**config.mk**
```make
export PLATFORM = sky130hd
export DESIGN_NAME = ddl_host_ctrl
export DESIGN_NICKNAME = d
export VERILOG_FILES = /design/src/rtl/ddl_pkg.sv /design/src/rtl/ddl_tmr_if.sv /design/src/rtl/ddl_host_ctrl.sv /design/src/rtl/ddl_strobe_timer.sv
export SDC_FILE = /design/constraint.sdc
export NUM_CORES = 1
export LEC_CHECK = 0
export BUFFER_PORTS_ARGS = -buffer_cell sky130_fd_sc_hd__clkbuf_2
export CAP_MARGIN = 10
export CORE_MARGIN = 3
export CORE_UTILIZATION = 45
export CTS_CLUSTER_DIAMETER = 50
export CTS_CLUSTER_SIZE = 8
export DETAILED_ROUTE_END_ITERATION = 6
export GPL_ROUTABILITY_DRIVEN = 1
export PLACE_DENSITY = 0.72
export SYNTH_ARGS = -nofsm -noshare
export SYNTH_HDL_FRONTEND = slang
export SYNTH_HIERARCHICAL = 1
export SYNTH_SLANG_ARGS = --single-unit
```
**constraint.sdc**
```tcl
create_clock -name core_clk -period 4.5 [get_ports core_clk]
set_input_delay 0.9 -clock core_clk [delete_from_list [all_inputs] [get_ports core_clk]]
set_output_delay 0.9 -clock core_clk [all_outputs]
set_load 0.03 [all_outputs]
```
**src/rtl/ddl_pkg.sv**
```systemverilog
package ddl_pkg;

   // ----------------------------------------------------------------
   // Clock and pin timing
   // ----------------------------------------------------------------
   localparam int CLK_PERIOD_NS = 100;
   localparam int T_SETUP_NS = 60;
   localparam int T_HOLD_NS = 20;
   localparam int T_BYTE_PULSE_NS = 60;
   localparam int T_OUTPUT_REGISTER_LOAD_N_PULSE_NS = 70;
   localparam int T_CS_PULSE_NS = 70;

   // Least times round up, never below one cycle
   function automatic int ns_to_cycles(int ns);
      int c;
      c = (ns + CLK_PERIOD_NS - 1) / CLK_PERIOD_NS;
      if (c < 1) begin
         c = 1;
      end
      return c;
   endfunction

   localparam int CNT_W = 4;
   localparam logic [CNT_W-1:0] CNT_ONE = 4'h1;
   localparam logic [CNT_W-1:0] SETUP_CYC = CNT_W'(ns_to_cycles(T_SETUP_NS));
   localparam logic [CNT_W-1:0] HOLD_CYC = CNT_W'(ns_to_cycles(T_HOLD_NS));
   localparam logic [CNT_W-1:0] BYTE_PULSE_CYC = CNT_W'(ns_to_cycles(T_BYTE_PULSE_NS));
   localparam logic [CNT_W-1:0] OUTPUT_REGISTER_LOAD_N_PULSE_CYC = CNT_W'(ns_to_cycles(T_OUTPUT_REGISTER_LOAD_N_PULSE_NS));
   localparam logic [CNT_W-1:0] CS_PULSE_CYC = CNT_W'(ns_to_cycles(T_CS_PULSE_NS));

   // ----------------------------------------------------------------
   // Data layout, modes, strobe selection
   // ----------------------------------------------------------------
   localparam int DATA_W = 16;
   localparam int BYTE_W = 8;

   localparam logic [1:0] MODE_WORD16 = 2'h0;
   localparam logic [1:0] MODE_SYNC8 = 2'h1;
   localparam logic [1:0] MODE_THIRD8 = 2'h2;

   localparam logic [1:0] STEP_FIRST = 2'h0;
   localparam logic [1:0] STEP_SECOND = 2'h1;
   localparam logic [1:0] STEP_THIRD = 2'h2;
   localparam logic [1:0] STEP_ONE = 2'h1;

   localparam logic [2:0] SEL_UPPER = 3'h4;
   localparam logic [2:0] SEL_LOWER = 3'h2;
   localparam logic [2:0] SEL_LOAD = 3'h1;

   typedef enum logic [1:0] {ST_IDLE, ST_SETUP, ST_STROBE, ST_HOLD} ddl_state_t;

endpackage

```
**src/rtl/ddl_tmr_if.sv**
```systemverilog
`timescale 1ns/1ns
// Start and finish of one timed phase
interface ddl_tmr_if;
   logic start;
   logic [ddl_pkg::CNT_W-1:0] cycles;
   logic done;
   modport ctl (output start, output cycles, input done);
   modport tmr (input start, input cycles, output done);
endinterface
```
**src/rtl/ddl_host_ctrl.sv**
```systemverilog
`timescale 1ns/1ns
module ddl_host_ctrl (
   input logic core_clk, // 10 MHz system clock
   input logic rst_b, // Asynchronous reset, active low
   input logic req_valid, // Write request present
   output logic req_ready, // Ready to take a request
   input logic [15:0] req_word, // Word to convert
   input logic [1:0] req_mode, // Word, two-byte sync or three-cycle load
   input logic req_high_first, // Byte modes: upper byte first
   input logic req_cs_strobe, // Strobe with select, addresses on enables
   output logic done, // One-cycle pulse when the write ends
   output logic [15:0] dac_data, // Data pins to the converter
   output logic dac_cs_n, // Device select, active low
   output logic upper_byte_load_n, // Upper first rank enable, active low
   output logic lower_byte_load_n, // Lower first rank enable, active low
   output logic output_register_load_n // Converter register load, active low
);

   // ----------------------------------------------------------------
   // Reset release
   // ----------------------------------------------------------------
   logic rst_meta_reg;
   logic rst_sync_n_reg;

   always_ff @(posedge core_clk or negedge rst_b) begin
      if (!rst_b) begin
         rst_meta_reg <= 1'b0;
         rst_sync_n_reg <= 1'b0;
      end else begin
         rst_meta_reg <= 1'b1;
         rst_sync_n_reg <= rst_meta_reg;
      end
   end

   // ----------------------------------------------------------------
   // Step decoding
   // ----------------------------------------------------------------
   // Which control lines a step drives; bytes picked by address
   // at most one byte enable per step in byte modes, both in word mode
   function automatic logic [2:0] step_sel(logic [1:0] mode, logic [1:0] step, logic hf);
      logic [2:0] first_b;
      logic [2:0] second_b;
      first_b = hf ? ddl_pkg::SEL_UPPER : ddl_pkg::SEL_LOWER;
      second_b = hf ? ddl_pkg::SEL_LOWER : ddl_pkg::SEL_UPPER;
      case (mode)
         ddl_pkg::MODE_SYNC8: begin
            step_sel = (step == ddl_pkg::STEP_FIRST) ? first_b : (second_b | ddl_pkg::SEL_LOAD);
         end
         ddl_pkg::MODE_THIRD8: begin
            if (step == ddl_pkg::STEP_FIRST) begin
               step_sel = first_b;
            end else if (step == ddl_pkg::STEP_SECOND) begin
               step_sel = second_b;
            end else begin
               step_sel = ddl_pkg::SEL_LOAD;
            end
         end
         default: begin
            step_sel = ddl_pkg::SEL_UPPER | ddl_pkg::SEL_LOWER;
         end
      endcase
   endfunction

   function automatic logic [1:0] step_last(logic [1:0] mode);
      case (mode)
         ddl_pkg::MODE_SYNC8: step_last = ddl_pkg::STEP_SECOND;
         ddl_pkg::MODE_THIRD8: step_last = ddl_pkg::STEP_THIRD;
         default: step_last = ddl_pkg::STEP_FIRST;
      endcase
   endfunction

   // A byte host drives its byte on both halves; a load-only step keeps data
   function automatic logic [15:0] step_data(logic [1:0] mode, logic [1:0] step, logic hf,
                                             logic [15:0] word, logic [15:0] prev);
      logic [2:0] sel;
      logic [7:0] b;
      sel = step_sel(mode, step, hf);
      b = (sel & ddl_pkg::SEL_UPPER) != '0 ? word[ddl_pkg::DATA_W-1:ddl_pkg::BYTE_W]
                                           : word[ddl_pkg::BYTE_W-1:0];
      if (sel == ddl_pkg::SEL_LOAD) begin
         step_data = prev;
      end else if ((mode != ddl_pkg::MODE_SYNC8) && (mode != ddl_pkg::MODE_THIRD8)) begin
         step_data = word;
      end else begin
         step_data = {b, b};
      end
   endfunction

   // ----------------------------------------------------------------
   // Sequencer
   // ----------------------------------------------------------------
   ddl_pkg::ddl_state_t state_reg;
   logic [1:0] step_reg;
   logic [1:0] mode_reg;
   logic hf_reg;
   logic cs_style_reg;
   logic [15:0] word_reg;
   logic start_reg;
   logic [ddl_pkg::CNT_W-1:0] cycles_reg;
   logic req_ready_reg;
   logic done_reg;
   logic ld_hold_reg;
   logic [15:0] data_reg;
   logic cs_n_reg;
   logic ub_n_reg;
   logic lb_n_reg;
   logic ld_n_reg;
   logic [2:0] cur_sel;
   logic accept;
   logic advance;
   logic is8;

   ddl_tmr_if tmr_bus ();

   ddl_strobe_timer u_timer (
      .clk(core_clk),
      .rst_n(rst_sync_n_reg),
      .tif(tmr_bus)
   );

   assign tmr_bus.start = start_reg;
   assign tmr_bus.cycles = cycles_reg;
   assign cur_sel = step_sel(mode_reg, step_reg, hf_reg);
   assign accept = (state_reg == ddl_pkg::ST_IDLE) && req_valid && req_ready_reg;
   assign advance = (state_reg == ddl_pkg::ST_HOLD) && tmr_bus.done
                    && (step_reg != step_last(mode_reg));
   assign is8 = (mode_reg == ddl_pkg::MODE_SYNC8) || (mode_reg == ddl_pkg::MODE_THIRD8);

   // Phase walk: setup, strobe, hold for each step
   always_ff @(posedge core_clk or negedge rst_sync_n_reg) begin
      if (!rst_sync_n_reg) begin
         state_reg <= ddl_pkg::ST_IDLE;
         step_reg <= ddl_pkg::STEP_FIRST;
         start_reg <= 1'b0;
         cycles_reg <= '0;
         req_ready_reg <= 1'b0;
         done_reg <= 1'b0;
      end else begin
         start_reg <= 1'b0;
         done_reg <= 1'b0;
         case (state_reg)
            ddl_pkg::ST_IDLE: begin
               req_ready_reg <= !accept;
               if (accept) begin
                  state_reg <= ddl_pkg::ST_SETUP;
                  step_reg <= ddl_pkg::STEP_FIRST;
                  start_reg <= 1'b1;
                  cycles_reg <= ddl_pkg::SETUP_CYC;
               end
            end
            ddl_pkg::ST_SETUP: begin
               if (tmr_bus.done) begin
                  state_reg <= ddl_pkg::ST_STROBE;
                  start_reg <= 1'b1;
                  if (cs_style_reg) begin
                     cycles_reg <= ddl_pkg::CS_PULSE_CYC;
                  end else if ((cur_sel & ddl_pkg::SEL_LOAD) != '0) begin
                     cycles_reg <= ddl_pkg::OUTPUT_REGISTER_LOAD_N_PULSE_CYC;
                  end else begin
                     cycles_reg <= ddl_pkg::BYTE_PULSE_CYC;
                  end
               end
            end
            ddl_pkg::ST_STROBE: begin
               if (tmr_bus.done) begin
                  state_reg <= ddl_pkg::ST_HOLD;
                  start_reg <= 1'b1;
                  cycles_reg <= ddl_pkg::HOLD_CYC;
               end
            end
            default: begin
               if (advance) begin
                  state_reg <= ddl_pkg::ST_SETUP;
                  step_reg <= 2'(step_reg + ddl_pkg::STEP_ONE);
                  start_reg <= 1'b1;
                  cycles_reg <= ddl_pkg::SETUP_CYC;
               end else if (tmr_bus.done) begin
                  state_reg <= ddl_pkg::ST_IDLE;
                  req_ready_reg <= 1'b1;
                  done_reg <= 1'b1;
               end
            end
         endcase
      end
   end

   // Request capture; word mode keeps the converter register open
   always_ff @(posedge core_clk or negedge rst_sync_n_reg) begin
      if (!rst_sync_n_reg) begin
         mode_reg <= ddl_pkg::MODE_WORD16;
         hf_reg <= 1'b0;
         cs_style_reg <= 1'b0;
         word_reg <= '0;
         ld_hold_reg <= 1'b0;
      end else if (accept) begin
         mode_reg <= req_mode;
         hf_reg <= req_high_first;
         cs_style_reg <= req_cs_strobe;
         word_reg <= req_word;
         // load held low for word host
         ld_hold_reg <= (req_mode != ddl_pkg::MODE_SYNC8) && (req_mode != ddl_pkg::MODE_THIRD8);
      end
   end

   always_ff @(posedge core_clk or negedge rst_sync_n_reg) begin
      if (!rst_sync_n_reg) begin
         data_reg <= '0;
      end else if (accept) begin
         data_reg <= step_data(req_mode, ddl_pkg::STEP_FIRST, req_high_first, req_word, data_reg);
      end else if (advance) begin
         data_reg <= step_data(mode_reg, 2'(step_reg + ddl_pkg::STEP_ONE), hf_reg, word_reg,
                               data_reg);
      end
   end

   // ----------------------------------------------------------------
   // Pin drive, one cycle behind the sequencer
   // ----------------------------------------------------------------
   // Pins lag data by a cycle, so data is settled before any strobe falls
   always_ff @(posedge core_clk or negedge rst_sync_n_reg) begin
      if (!rst_sync_n_reg) begin
         cs_n_reg <= 1'b1;
         ub_n_reg <= 1'b1;
         lb_n_reg <= 1'b1;
         ld_n_reg <= 1'b1;
      end else if (state_reg == ddl_pkg::ST_IDLE) begin
         cs_n_reg <= 1'b1;
         ub_n_reg <= 1'b1;
         lb_n_reg <= 1'b1;
         ld_n_reg <= !ld_hold_reg;
      end else if (cs_style_reg) begin
         cs_n_reg <= state_reg != ddl_pkg::ST_STROBE;
         ub_n_reg <= (cur_sel & ddl_pkg::SEL_UPPER) == '0;
         lb_n_reg <= (cur_sel & ddl_pkg::SEL_LOWER) == '0;
         ld_n_reg <= ((cur_sel & ddl_pkg::SEL_LOAD) == '0) && !ld_hold_reg;
      end else begin
         cs_n_reg <= 1'b0;
         ub_n_reg <= !((state_reg == ddl_pkg::ST_STROBE) && ((cur_sel & ddl_pkg::SEL_UPPER) != '0));
         lb_n_reg <= !((state_reg == ddl_pkg::ST_STROBE) && ((cur_sel & ddl_pkg::SEL_LOWER) != '0));
         ld_n_reg <= !(((state_reg == ddl_pkg::ST_STROBE) && ((cur_sel & ddl_pkg::SEL_LOAD) != '0))
                       || ld_hold_reg);
      end
   end

   assign req_ready = req_ready_reg;
   assign done = done_reg;
   assign dac_data = data_reg;
   assign dac_cs_n = cs_n_reg;
   assign upper_byte_load_n = ub_n_reg;
   assign lower_byte_load_n = lb_n_reg;
   assign output_register_load_n = ld_n_reg;
endmodule // ddl_host_ctrl

```
**src/rtl/ddl_strobe_timer.sv**
```systemverilog
`timescale 1ns/1ns
module ddl_strobe_timer (
   input logic clk, // System clock
   input logic rst_n, // Synchronised reset, active low
   ddl_tmr_if.tmr tif // Phase start and done
);

   logic [ddl_pkg::CNT_W-1:0] count_reg;
   logic done_reg;

   // ----------------------------------------------------------------
   // Down counter, done pulses as the last cycle expires
   // ----------------------------------------------------------------
   always_ff @(posedge clk or negedge rst_n) begin
      if (!rst_n) begin
         count_reg <= '0;
      end else if (tif.start) begin
         count_reg <= tif.cycles;
      end else if (count_reg != '0) begin
         count_reg <= count_reg - ddl_pkg::CNT_ONE;
      end
   end

   // A fresh start cancels a pending done so phases never overlap
   always_ff @(posedge clk or negedge rst_n) begin
      if (!rst_n) begin
         done_reg <= 1'b0;
      end else begin
         done_reg <= !tif.start && (count_reg == ddl_pkg::CNT_ONE);
      end
   end

   assign tif.done = done_reg;

endmodule // ddl_strobe_timer

```
==> flow_summary.toml, run 1 <==
[power]
pwr-share-seq = 0.378
vdd.ir_drop.worst_mv = 0.321
switchingPower_w = 0.00104
internal_power_w = 0.00134
power_frac_clock = 0.124
swShare = 0.436
finalPower_w = 0.00238
pwr-share-comb = 0.498
p_leak_nw = 1.67
powerDensity_nw_per_um2 = 711

[synthesis]
yosys-top-cells-count = "nand2_1 (65), dfrtp_1 (52), nor2_1 (18), mux2i_1 (17), ha_1 (15)"
synth_top_cell_by_area = "dfrtp_1"
synth_enable_flop_cells = 0
synth_seq_area_share = 0.473
synth_flop_cell = "dfrtp_1"
yosys-top-cells-area = "dfrtp_1 (44%), nand2_1 (8.2%), ha_1 (6.3%), mux2i_1 (5.7%), mux2_2 (4.5%)"
syn-cell-area_um2 = 2970
post-synth-top-count-cell = "nand2_1"
ys_warn_count = 6
ys_ff_latch = 56
synthCells = 297
synth.distinct_cells = 39
synth.avg_cell_area_um2 = 10.0
synth_top_area_frac = 0.438
synthArstFlopShare = 1.00

[clock_tree]
tritoncts = "built"
h-tree-depth = 2
cts-resized-gates = 0
cts.sinks = 56
cts.hold.buffers_added = 0
clk_path_buf_depth = 2
root_buffer = "clkbuf_8"
clk_pin_slew_ps = 110
clk_latency_ps = 310
cts_setup_buffers = 0
cts_made_buffers = 5

[floorplan]
die_area_um2 = 7620
rows = 28
io_pins = 45
fp.coreArea_um2 = 6170
die_w_um = 87.3
die_h_um = 87.3
initial_utilization = 0.482

[setup_path]
critical_path.endpoint_type = "flop"
cp.required_ps = 4710
timing.rr.start = "step_reg[0]$_DFFE_PN0P_"
path_class = "in2reg"
start_kind = "primary input"
worstPathArrival_ps = 2930
crit_fanout = 8
critPathLaunch = "req_mode[1]"

[drt]
num_vias = 2282
drt-total-wl_um = 6300
wl_per_cell_um = 15.2
drtAntennaViolNets = 0
avgViaCountPerCell = 5.49
drc_errors = 0
first_pass_iters = 4
drt_iter0_drc = 151

[sta]
period_share = 0.603
setup_ws_ps = 1790
worst_clock_skew_ps = 13.7
tns_ps = 0
hold_viol = 0
worst-slew-pin-transition_ps = 978
timing.fmax_ghz = 0.368
rsz0062_at_grt = "no"
min_period_ps = 2710
drv_slew = 0
finalSetupViolations = 0
maxSlewHeadroom = 0.347

[global_route]
first_global_vias = 2279
track_usage = 0.178
grt-ovfl-total = 0
antenna_found_initial = 0
grt_pass1_wl_um = 10700
grt_max_degree = 55

[cells_and_area]
area_growth_pct = 12.5
drive_above_1_share = 0.235
instances_no_fill = 416
fillerInstances = 589
diodes = 0
fin_nets = 378

[placement]
dp_cells = 408
pre_cts_ws_ps = 1470
gp_congestion = 0.814
place_hpwl_um = 4310
port_buffers = 44

[run_status]
outcome = "finished clean"

[flow_run]
maxCapViolCount = 0

[min_path]
hp-class = "in2async"
-- cell families (layout without fill, tap and decap cells) --
group | Yosys count | count (layout) | synth area share
mux | 31 | 31 | 0.110
xor+xnor | 5 | 5 | 0.0173
compound gates | 56 | 56 | 0.138
flops | 56 | 56 | 0.473
other cells | 2 | 4 | 0.00253
simple gates | 105 | 105 | 0.155
buf+inv | 27 | 69 | 0.0412
fa+ha+maj | 15 | 15 | 0.0631
-- placed cells by master (no fill, tap or decap), types with 2 or more instances in the layout --
cell,n
ha_1,15
clkbuf_8,6
nand3_1,5
nor2_1,18
xnor2_1,2
dfstp_2,4
a21oi_2,2
a221o_1,13
mux2_1,2
a21oi_1,14
nor2_2,2
mux2_2,12
dfrtp_1,51
o21ai_0,14
mux2i_1,17
conb_1,4
inv_1,14
clkbuf_2,44
nand2_1,65
nor2b_1,2
xor2_1,2
buf_4,3
o21bai_1,4
nor3_1,5
a222oi_1,4
and3_1,2
-- worst max-delay path: stages --
cell      delay [ps]
clkbuf_2          90
xor2_1           480
nor2b_1          850
mux2i_1          280
nor2_1            60
a221o_1          260
-- layout make-up --
cell class              count  area (µm²)  share of cell area
clock inverters             2        13.8             0.00411
multi-input cells         216        1450               0.434
flip-flops and latches     56        1410               0.421
repair buffers             47         243              0.0726
well taps                  75        93.8              0.0280
inverters                  14        52.6              0.0157
clock buffers               6        82.6              0.0247
-- routing by layer --
metal	routed length [µm]	vias up	track usage
met3	267	6	0.0284
met1	2880	1115	0.246
li1	-	1112	-
met2	3080	49	0.286
met4	68	0	0.0558
met5	0	-	0
-- worst paths after layout --
check / end / cells after the start / slack (ps)
max reg2reg: dac_data[12]$_DFFE_PN0P_ / 7 / 2130
min in group core_clk: rst_sync_n_reg$_DFF_PN0_ / 0 / 370
min reg2reg: rst_sync_n_reg$_DFF_PN0_ / 0 / 370
max in group asynchronous: state_reg[0]$_DFFE_PN0P_ / 1 / 3650
min: rst_sync_n_reg$_DFF_PN0_ / 1 / 350
max: dac_data[13]$_DFFE_PN0P_ / 6 / 1790
-- power groups by stage --
stage,registers [W],logic [W],clock network (W)
global placement,0.000898,0.00115,0
CTS,0.000897,0.00119,0.000303
finish,0.000898,0.00118,0.000296
floorplan,0.00104,0.000768,0
detailed placement,0.000906,0.00118,0
global route,0.000931,0.00132,0.000325
-- stage by stage --
step | hold slack [ps] | instance area [µm²] | utilization
6_report | 347 | 3350 | 0.543
5_1_grt | 332 | 3350 | 0.543
4_1_cts | 343 | 3350 | 0.543
3_5_place_dp | 350 | 3250 | 0.527
3_3_place_gp | 343 | 3250 | 0.527
2_1_floorplan | 331 | 2980 | -
Note: power is estimated with default switching activity, not from simulation.
==> inputs of run 2 (changes only) <==
==> constraint.sdc (replaced) <==
create_clock -name core_clk -period 2.55 [get_ports core_clk]
set_input_delay 0.51 -clock core_clk [delete_from_list [all_inputs] [get_ports core_clk]]
set_output_delay 0.51 -clock core_clk [all_outputs]
set_load 0.03 [all_outputs]
==> flow_summary.toml, run 2 (synthesized netlist as in run 1, its figures left out) <==
[sta]
tns_ps = 0
period_share = 0.867
rsz0062_at_grt = "no"
finalSetupViolations = 0
worst-slew-pin-transition_ps = 687
hold_viol = 0
min_period_ps = 2210
worst_clock_skew_ps = 15.1
timing.fmax_ghz = 0.452
drv_slew = 0
maxSlewHeadroom = 0.542

[drt]
num_vias = 2308
drtAntennaViolNets = 0
drc_errors = 0
avgViaCountPerCell = 5.46
first_pass_iters = 5
drt-total-wl_um = 6600
wl_per_cell_um = 15.6
drt_iter0_drc = 167

[power]
pwr-share-comb = 0.506
pwr-share-seq = 0.377
p_leak_nw = 1.69
swShare = 0.439
powerDensity_nw_per_um2 = 1250
internal_power_w = 0.00238
vdd.ir_drop.worst_mv = 0.531
switchingPower_w = 0.00187
power_frac_clock = 0.118

[clock_tree]
root_buffer = "clkbuf_8"
clk_latency_ps = 320
cts_made_buffers = 5
clk_path_buf_depth = 2
tritoncts = "built"
cts_setup_buffers = 0
cts.sinks = 56
h-tree-depth = 2
clk_pin_slew_ps = 110

[setup_path]
cp.required_ps = 2750
path_class = "reg2reg"
start_kind = "flop"
reg2reg_to = "dac_data[7]$_DFFE_PN0P_"
r2r_setup_slack_ps = 340
worstPathArrival_ps = 2410
rr_worst_depth = 7
critical_path.endpoint_type = "flop"
crit_fanout = 5
timing.rr.start = "mode_reg[1]$_DFFE_PN0P_"

[global_route]
track_usage = 0.180
antenna_found_initial = 0
first_global_vias = 2210
grt_pass1_wl_um = 10800
grt_max_degree = 34
grt-ovfl-total = 0

[floorplan]
io_pins = 45
die_w_um = 87.3
die_area_um2 = 7620
initial_utilization = 0.482
die_h_um = 87.3
rows = 28
fp.coreArea_um2 = 6170

[cells_and_area]
final_cell_mix = "nand2_1 (65), dfrtp_1 (51), clkbuf_2 (44)"
drive_above_1_share = 0.247
diodes = 0
fin_nets = 385
post-route-util = 0.551
area_growth_pct = 14.1
mostFrequentLayoutCell = "nand2_1"

[min_path]
hp-class = "reg2async"

[placement]
gp_congestion = 0.876
port_buffers = 44
place_hpwl_um = 4600

[flow_run]
maxCapViolCount = 0

[run_status]
outcome = "finished clean"
==> run 2: cell count changes in the layout (fill, tap and decap cells not counted) <==
| cell | previous run | this run |
|---|---|---|
| buf_4 | 3 | 9 |
| clkbuf_8 | 6 | 5 |
| clkinvlp_4 | 0 | 1 |
| dlygate4sd3_1 | 0 | 1 |
==> run 2: worst max-delay path by stage <==
stage / from / end
final: mode_reg[1]$_DFFE_PN0P_ / dac_data[7]$_DFFE_PN0P_
after CTS: mode_reg[1]$_DFFE_PN0P_ / dac_data[7]$_DFFE_PN0P_
after detailed placement: mode_reg[1]$_DFFE_PN0P_ / dac_data[7]$_DFFE_PN0P_
after global placement: mode_reg[0]$_DFFE_PN0P_ / dac_data[5]$_DFFE_PN0P_
after global routing: mode_reg[0]$_DFFE_PN0P_ / dac_data[6]$_DFFE_PN0P_
after floorplan: step_reg[0]$_DFFE_PN0P_ / dac_data[10]$_DFFE_PN0P_
==> run 2: what timing repair did <==
item	CTS	global route
resized for setup	0	0
hold endpoints to repair	2	0
hold buffers	1	0
==> run 2: final cells by class <==
cell class                 instances  area, µm²
timing repair buffer              54        298
clock inverter                     3       21.3
sequential                        56       1410
inverter                          14       52.6
tap                               75       93.8
multi-input combinational        216       1450
clock buffer                       5       68.8
fill                             564       2770
==> run 2: power by group through the flow <==
stage                     logic (W)  registers [W]  clock network [W]
final                       0.00215        0.00160           0.000500
after global routing        0.00239        0.00166           0.000545
after CTS                   0.00216        0.00160           0.000512
after detailed placement    0.00214        0.00162                  0
after global placement      0.00209        0.00160                  0
after floorplan             0.00136        0.00183                  0
==> run 2: worst max-delay path, cell delays in order, from the launching register on <==
cell,delay [ps]
dfrtp_1,390
inv_1,90
ha_1,260
nor2_2,80
o21bai_1,200
and3b_1,390
mux2_1,360
a221o_1,320
==> run 2: layer usage <==
| metal | track usage | routed length [µm] | up-vias |
|---|---|---|---|
| met1 | 0.252 | 2970 | 1108 |
| met4 | 0.0446 | 70 | 0 |
| met3 | 0.0322 | 424 | 8 |
| met5 | 0 | 0 | - |
| met2 | 0.290 | 3140 | 68 |
| li1 | - | - | 1124 |
==> run 2: per-stage QoR <==
stage | cell area (µm²) | std cells | power [W] | hold WS (ps) | setup WS [ps]
final | 3390 | 423 | 0.00425 | 313 | 338
after detailed placement | 3290 | 414 | 0.00376 | 298 | 364
after global routing | 3390 | 423 | 0.00459 | 384 | 229
after CTS | 3390 | 423 | 0.00428 | 348 | 338
after global placement | 3290 | 414 | 0.00368 | 296 | 393
after floorplan | 2980 | 299 | 0.00318 | 214 | 513
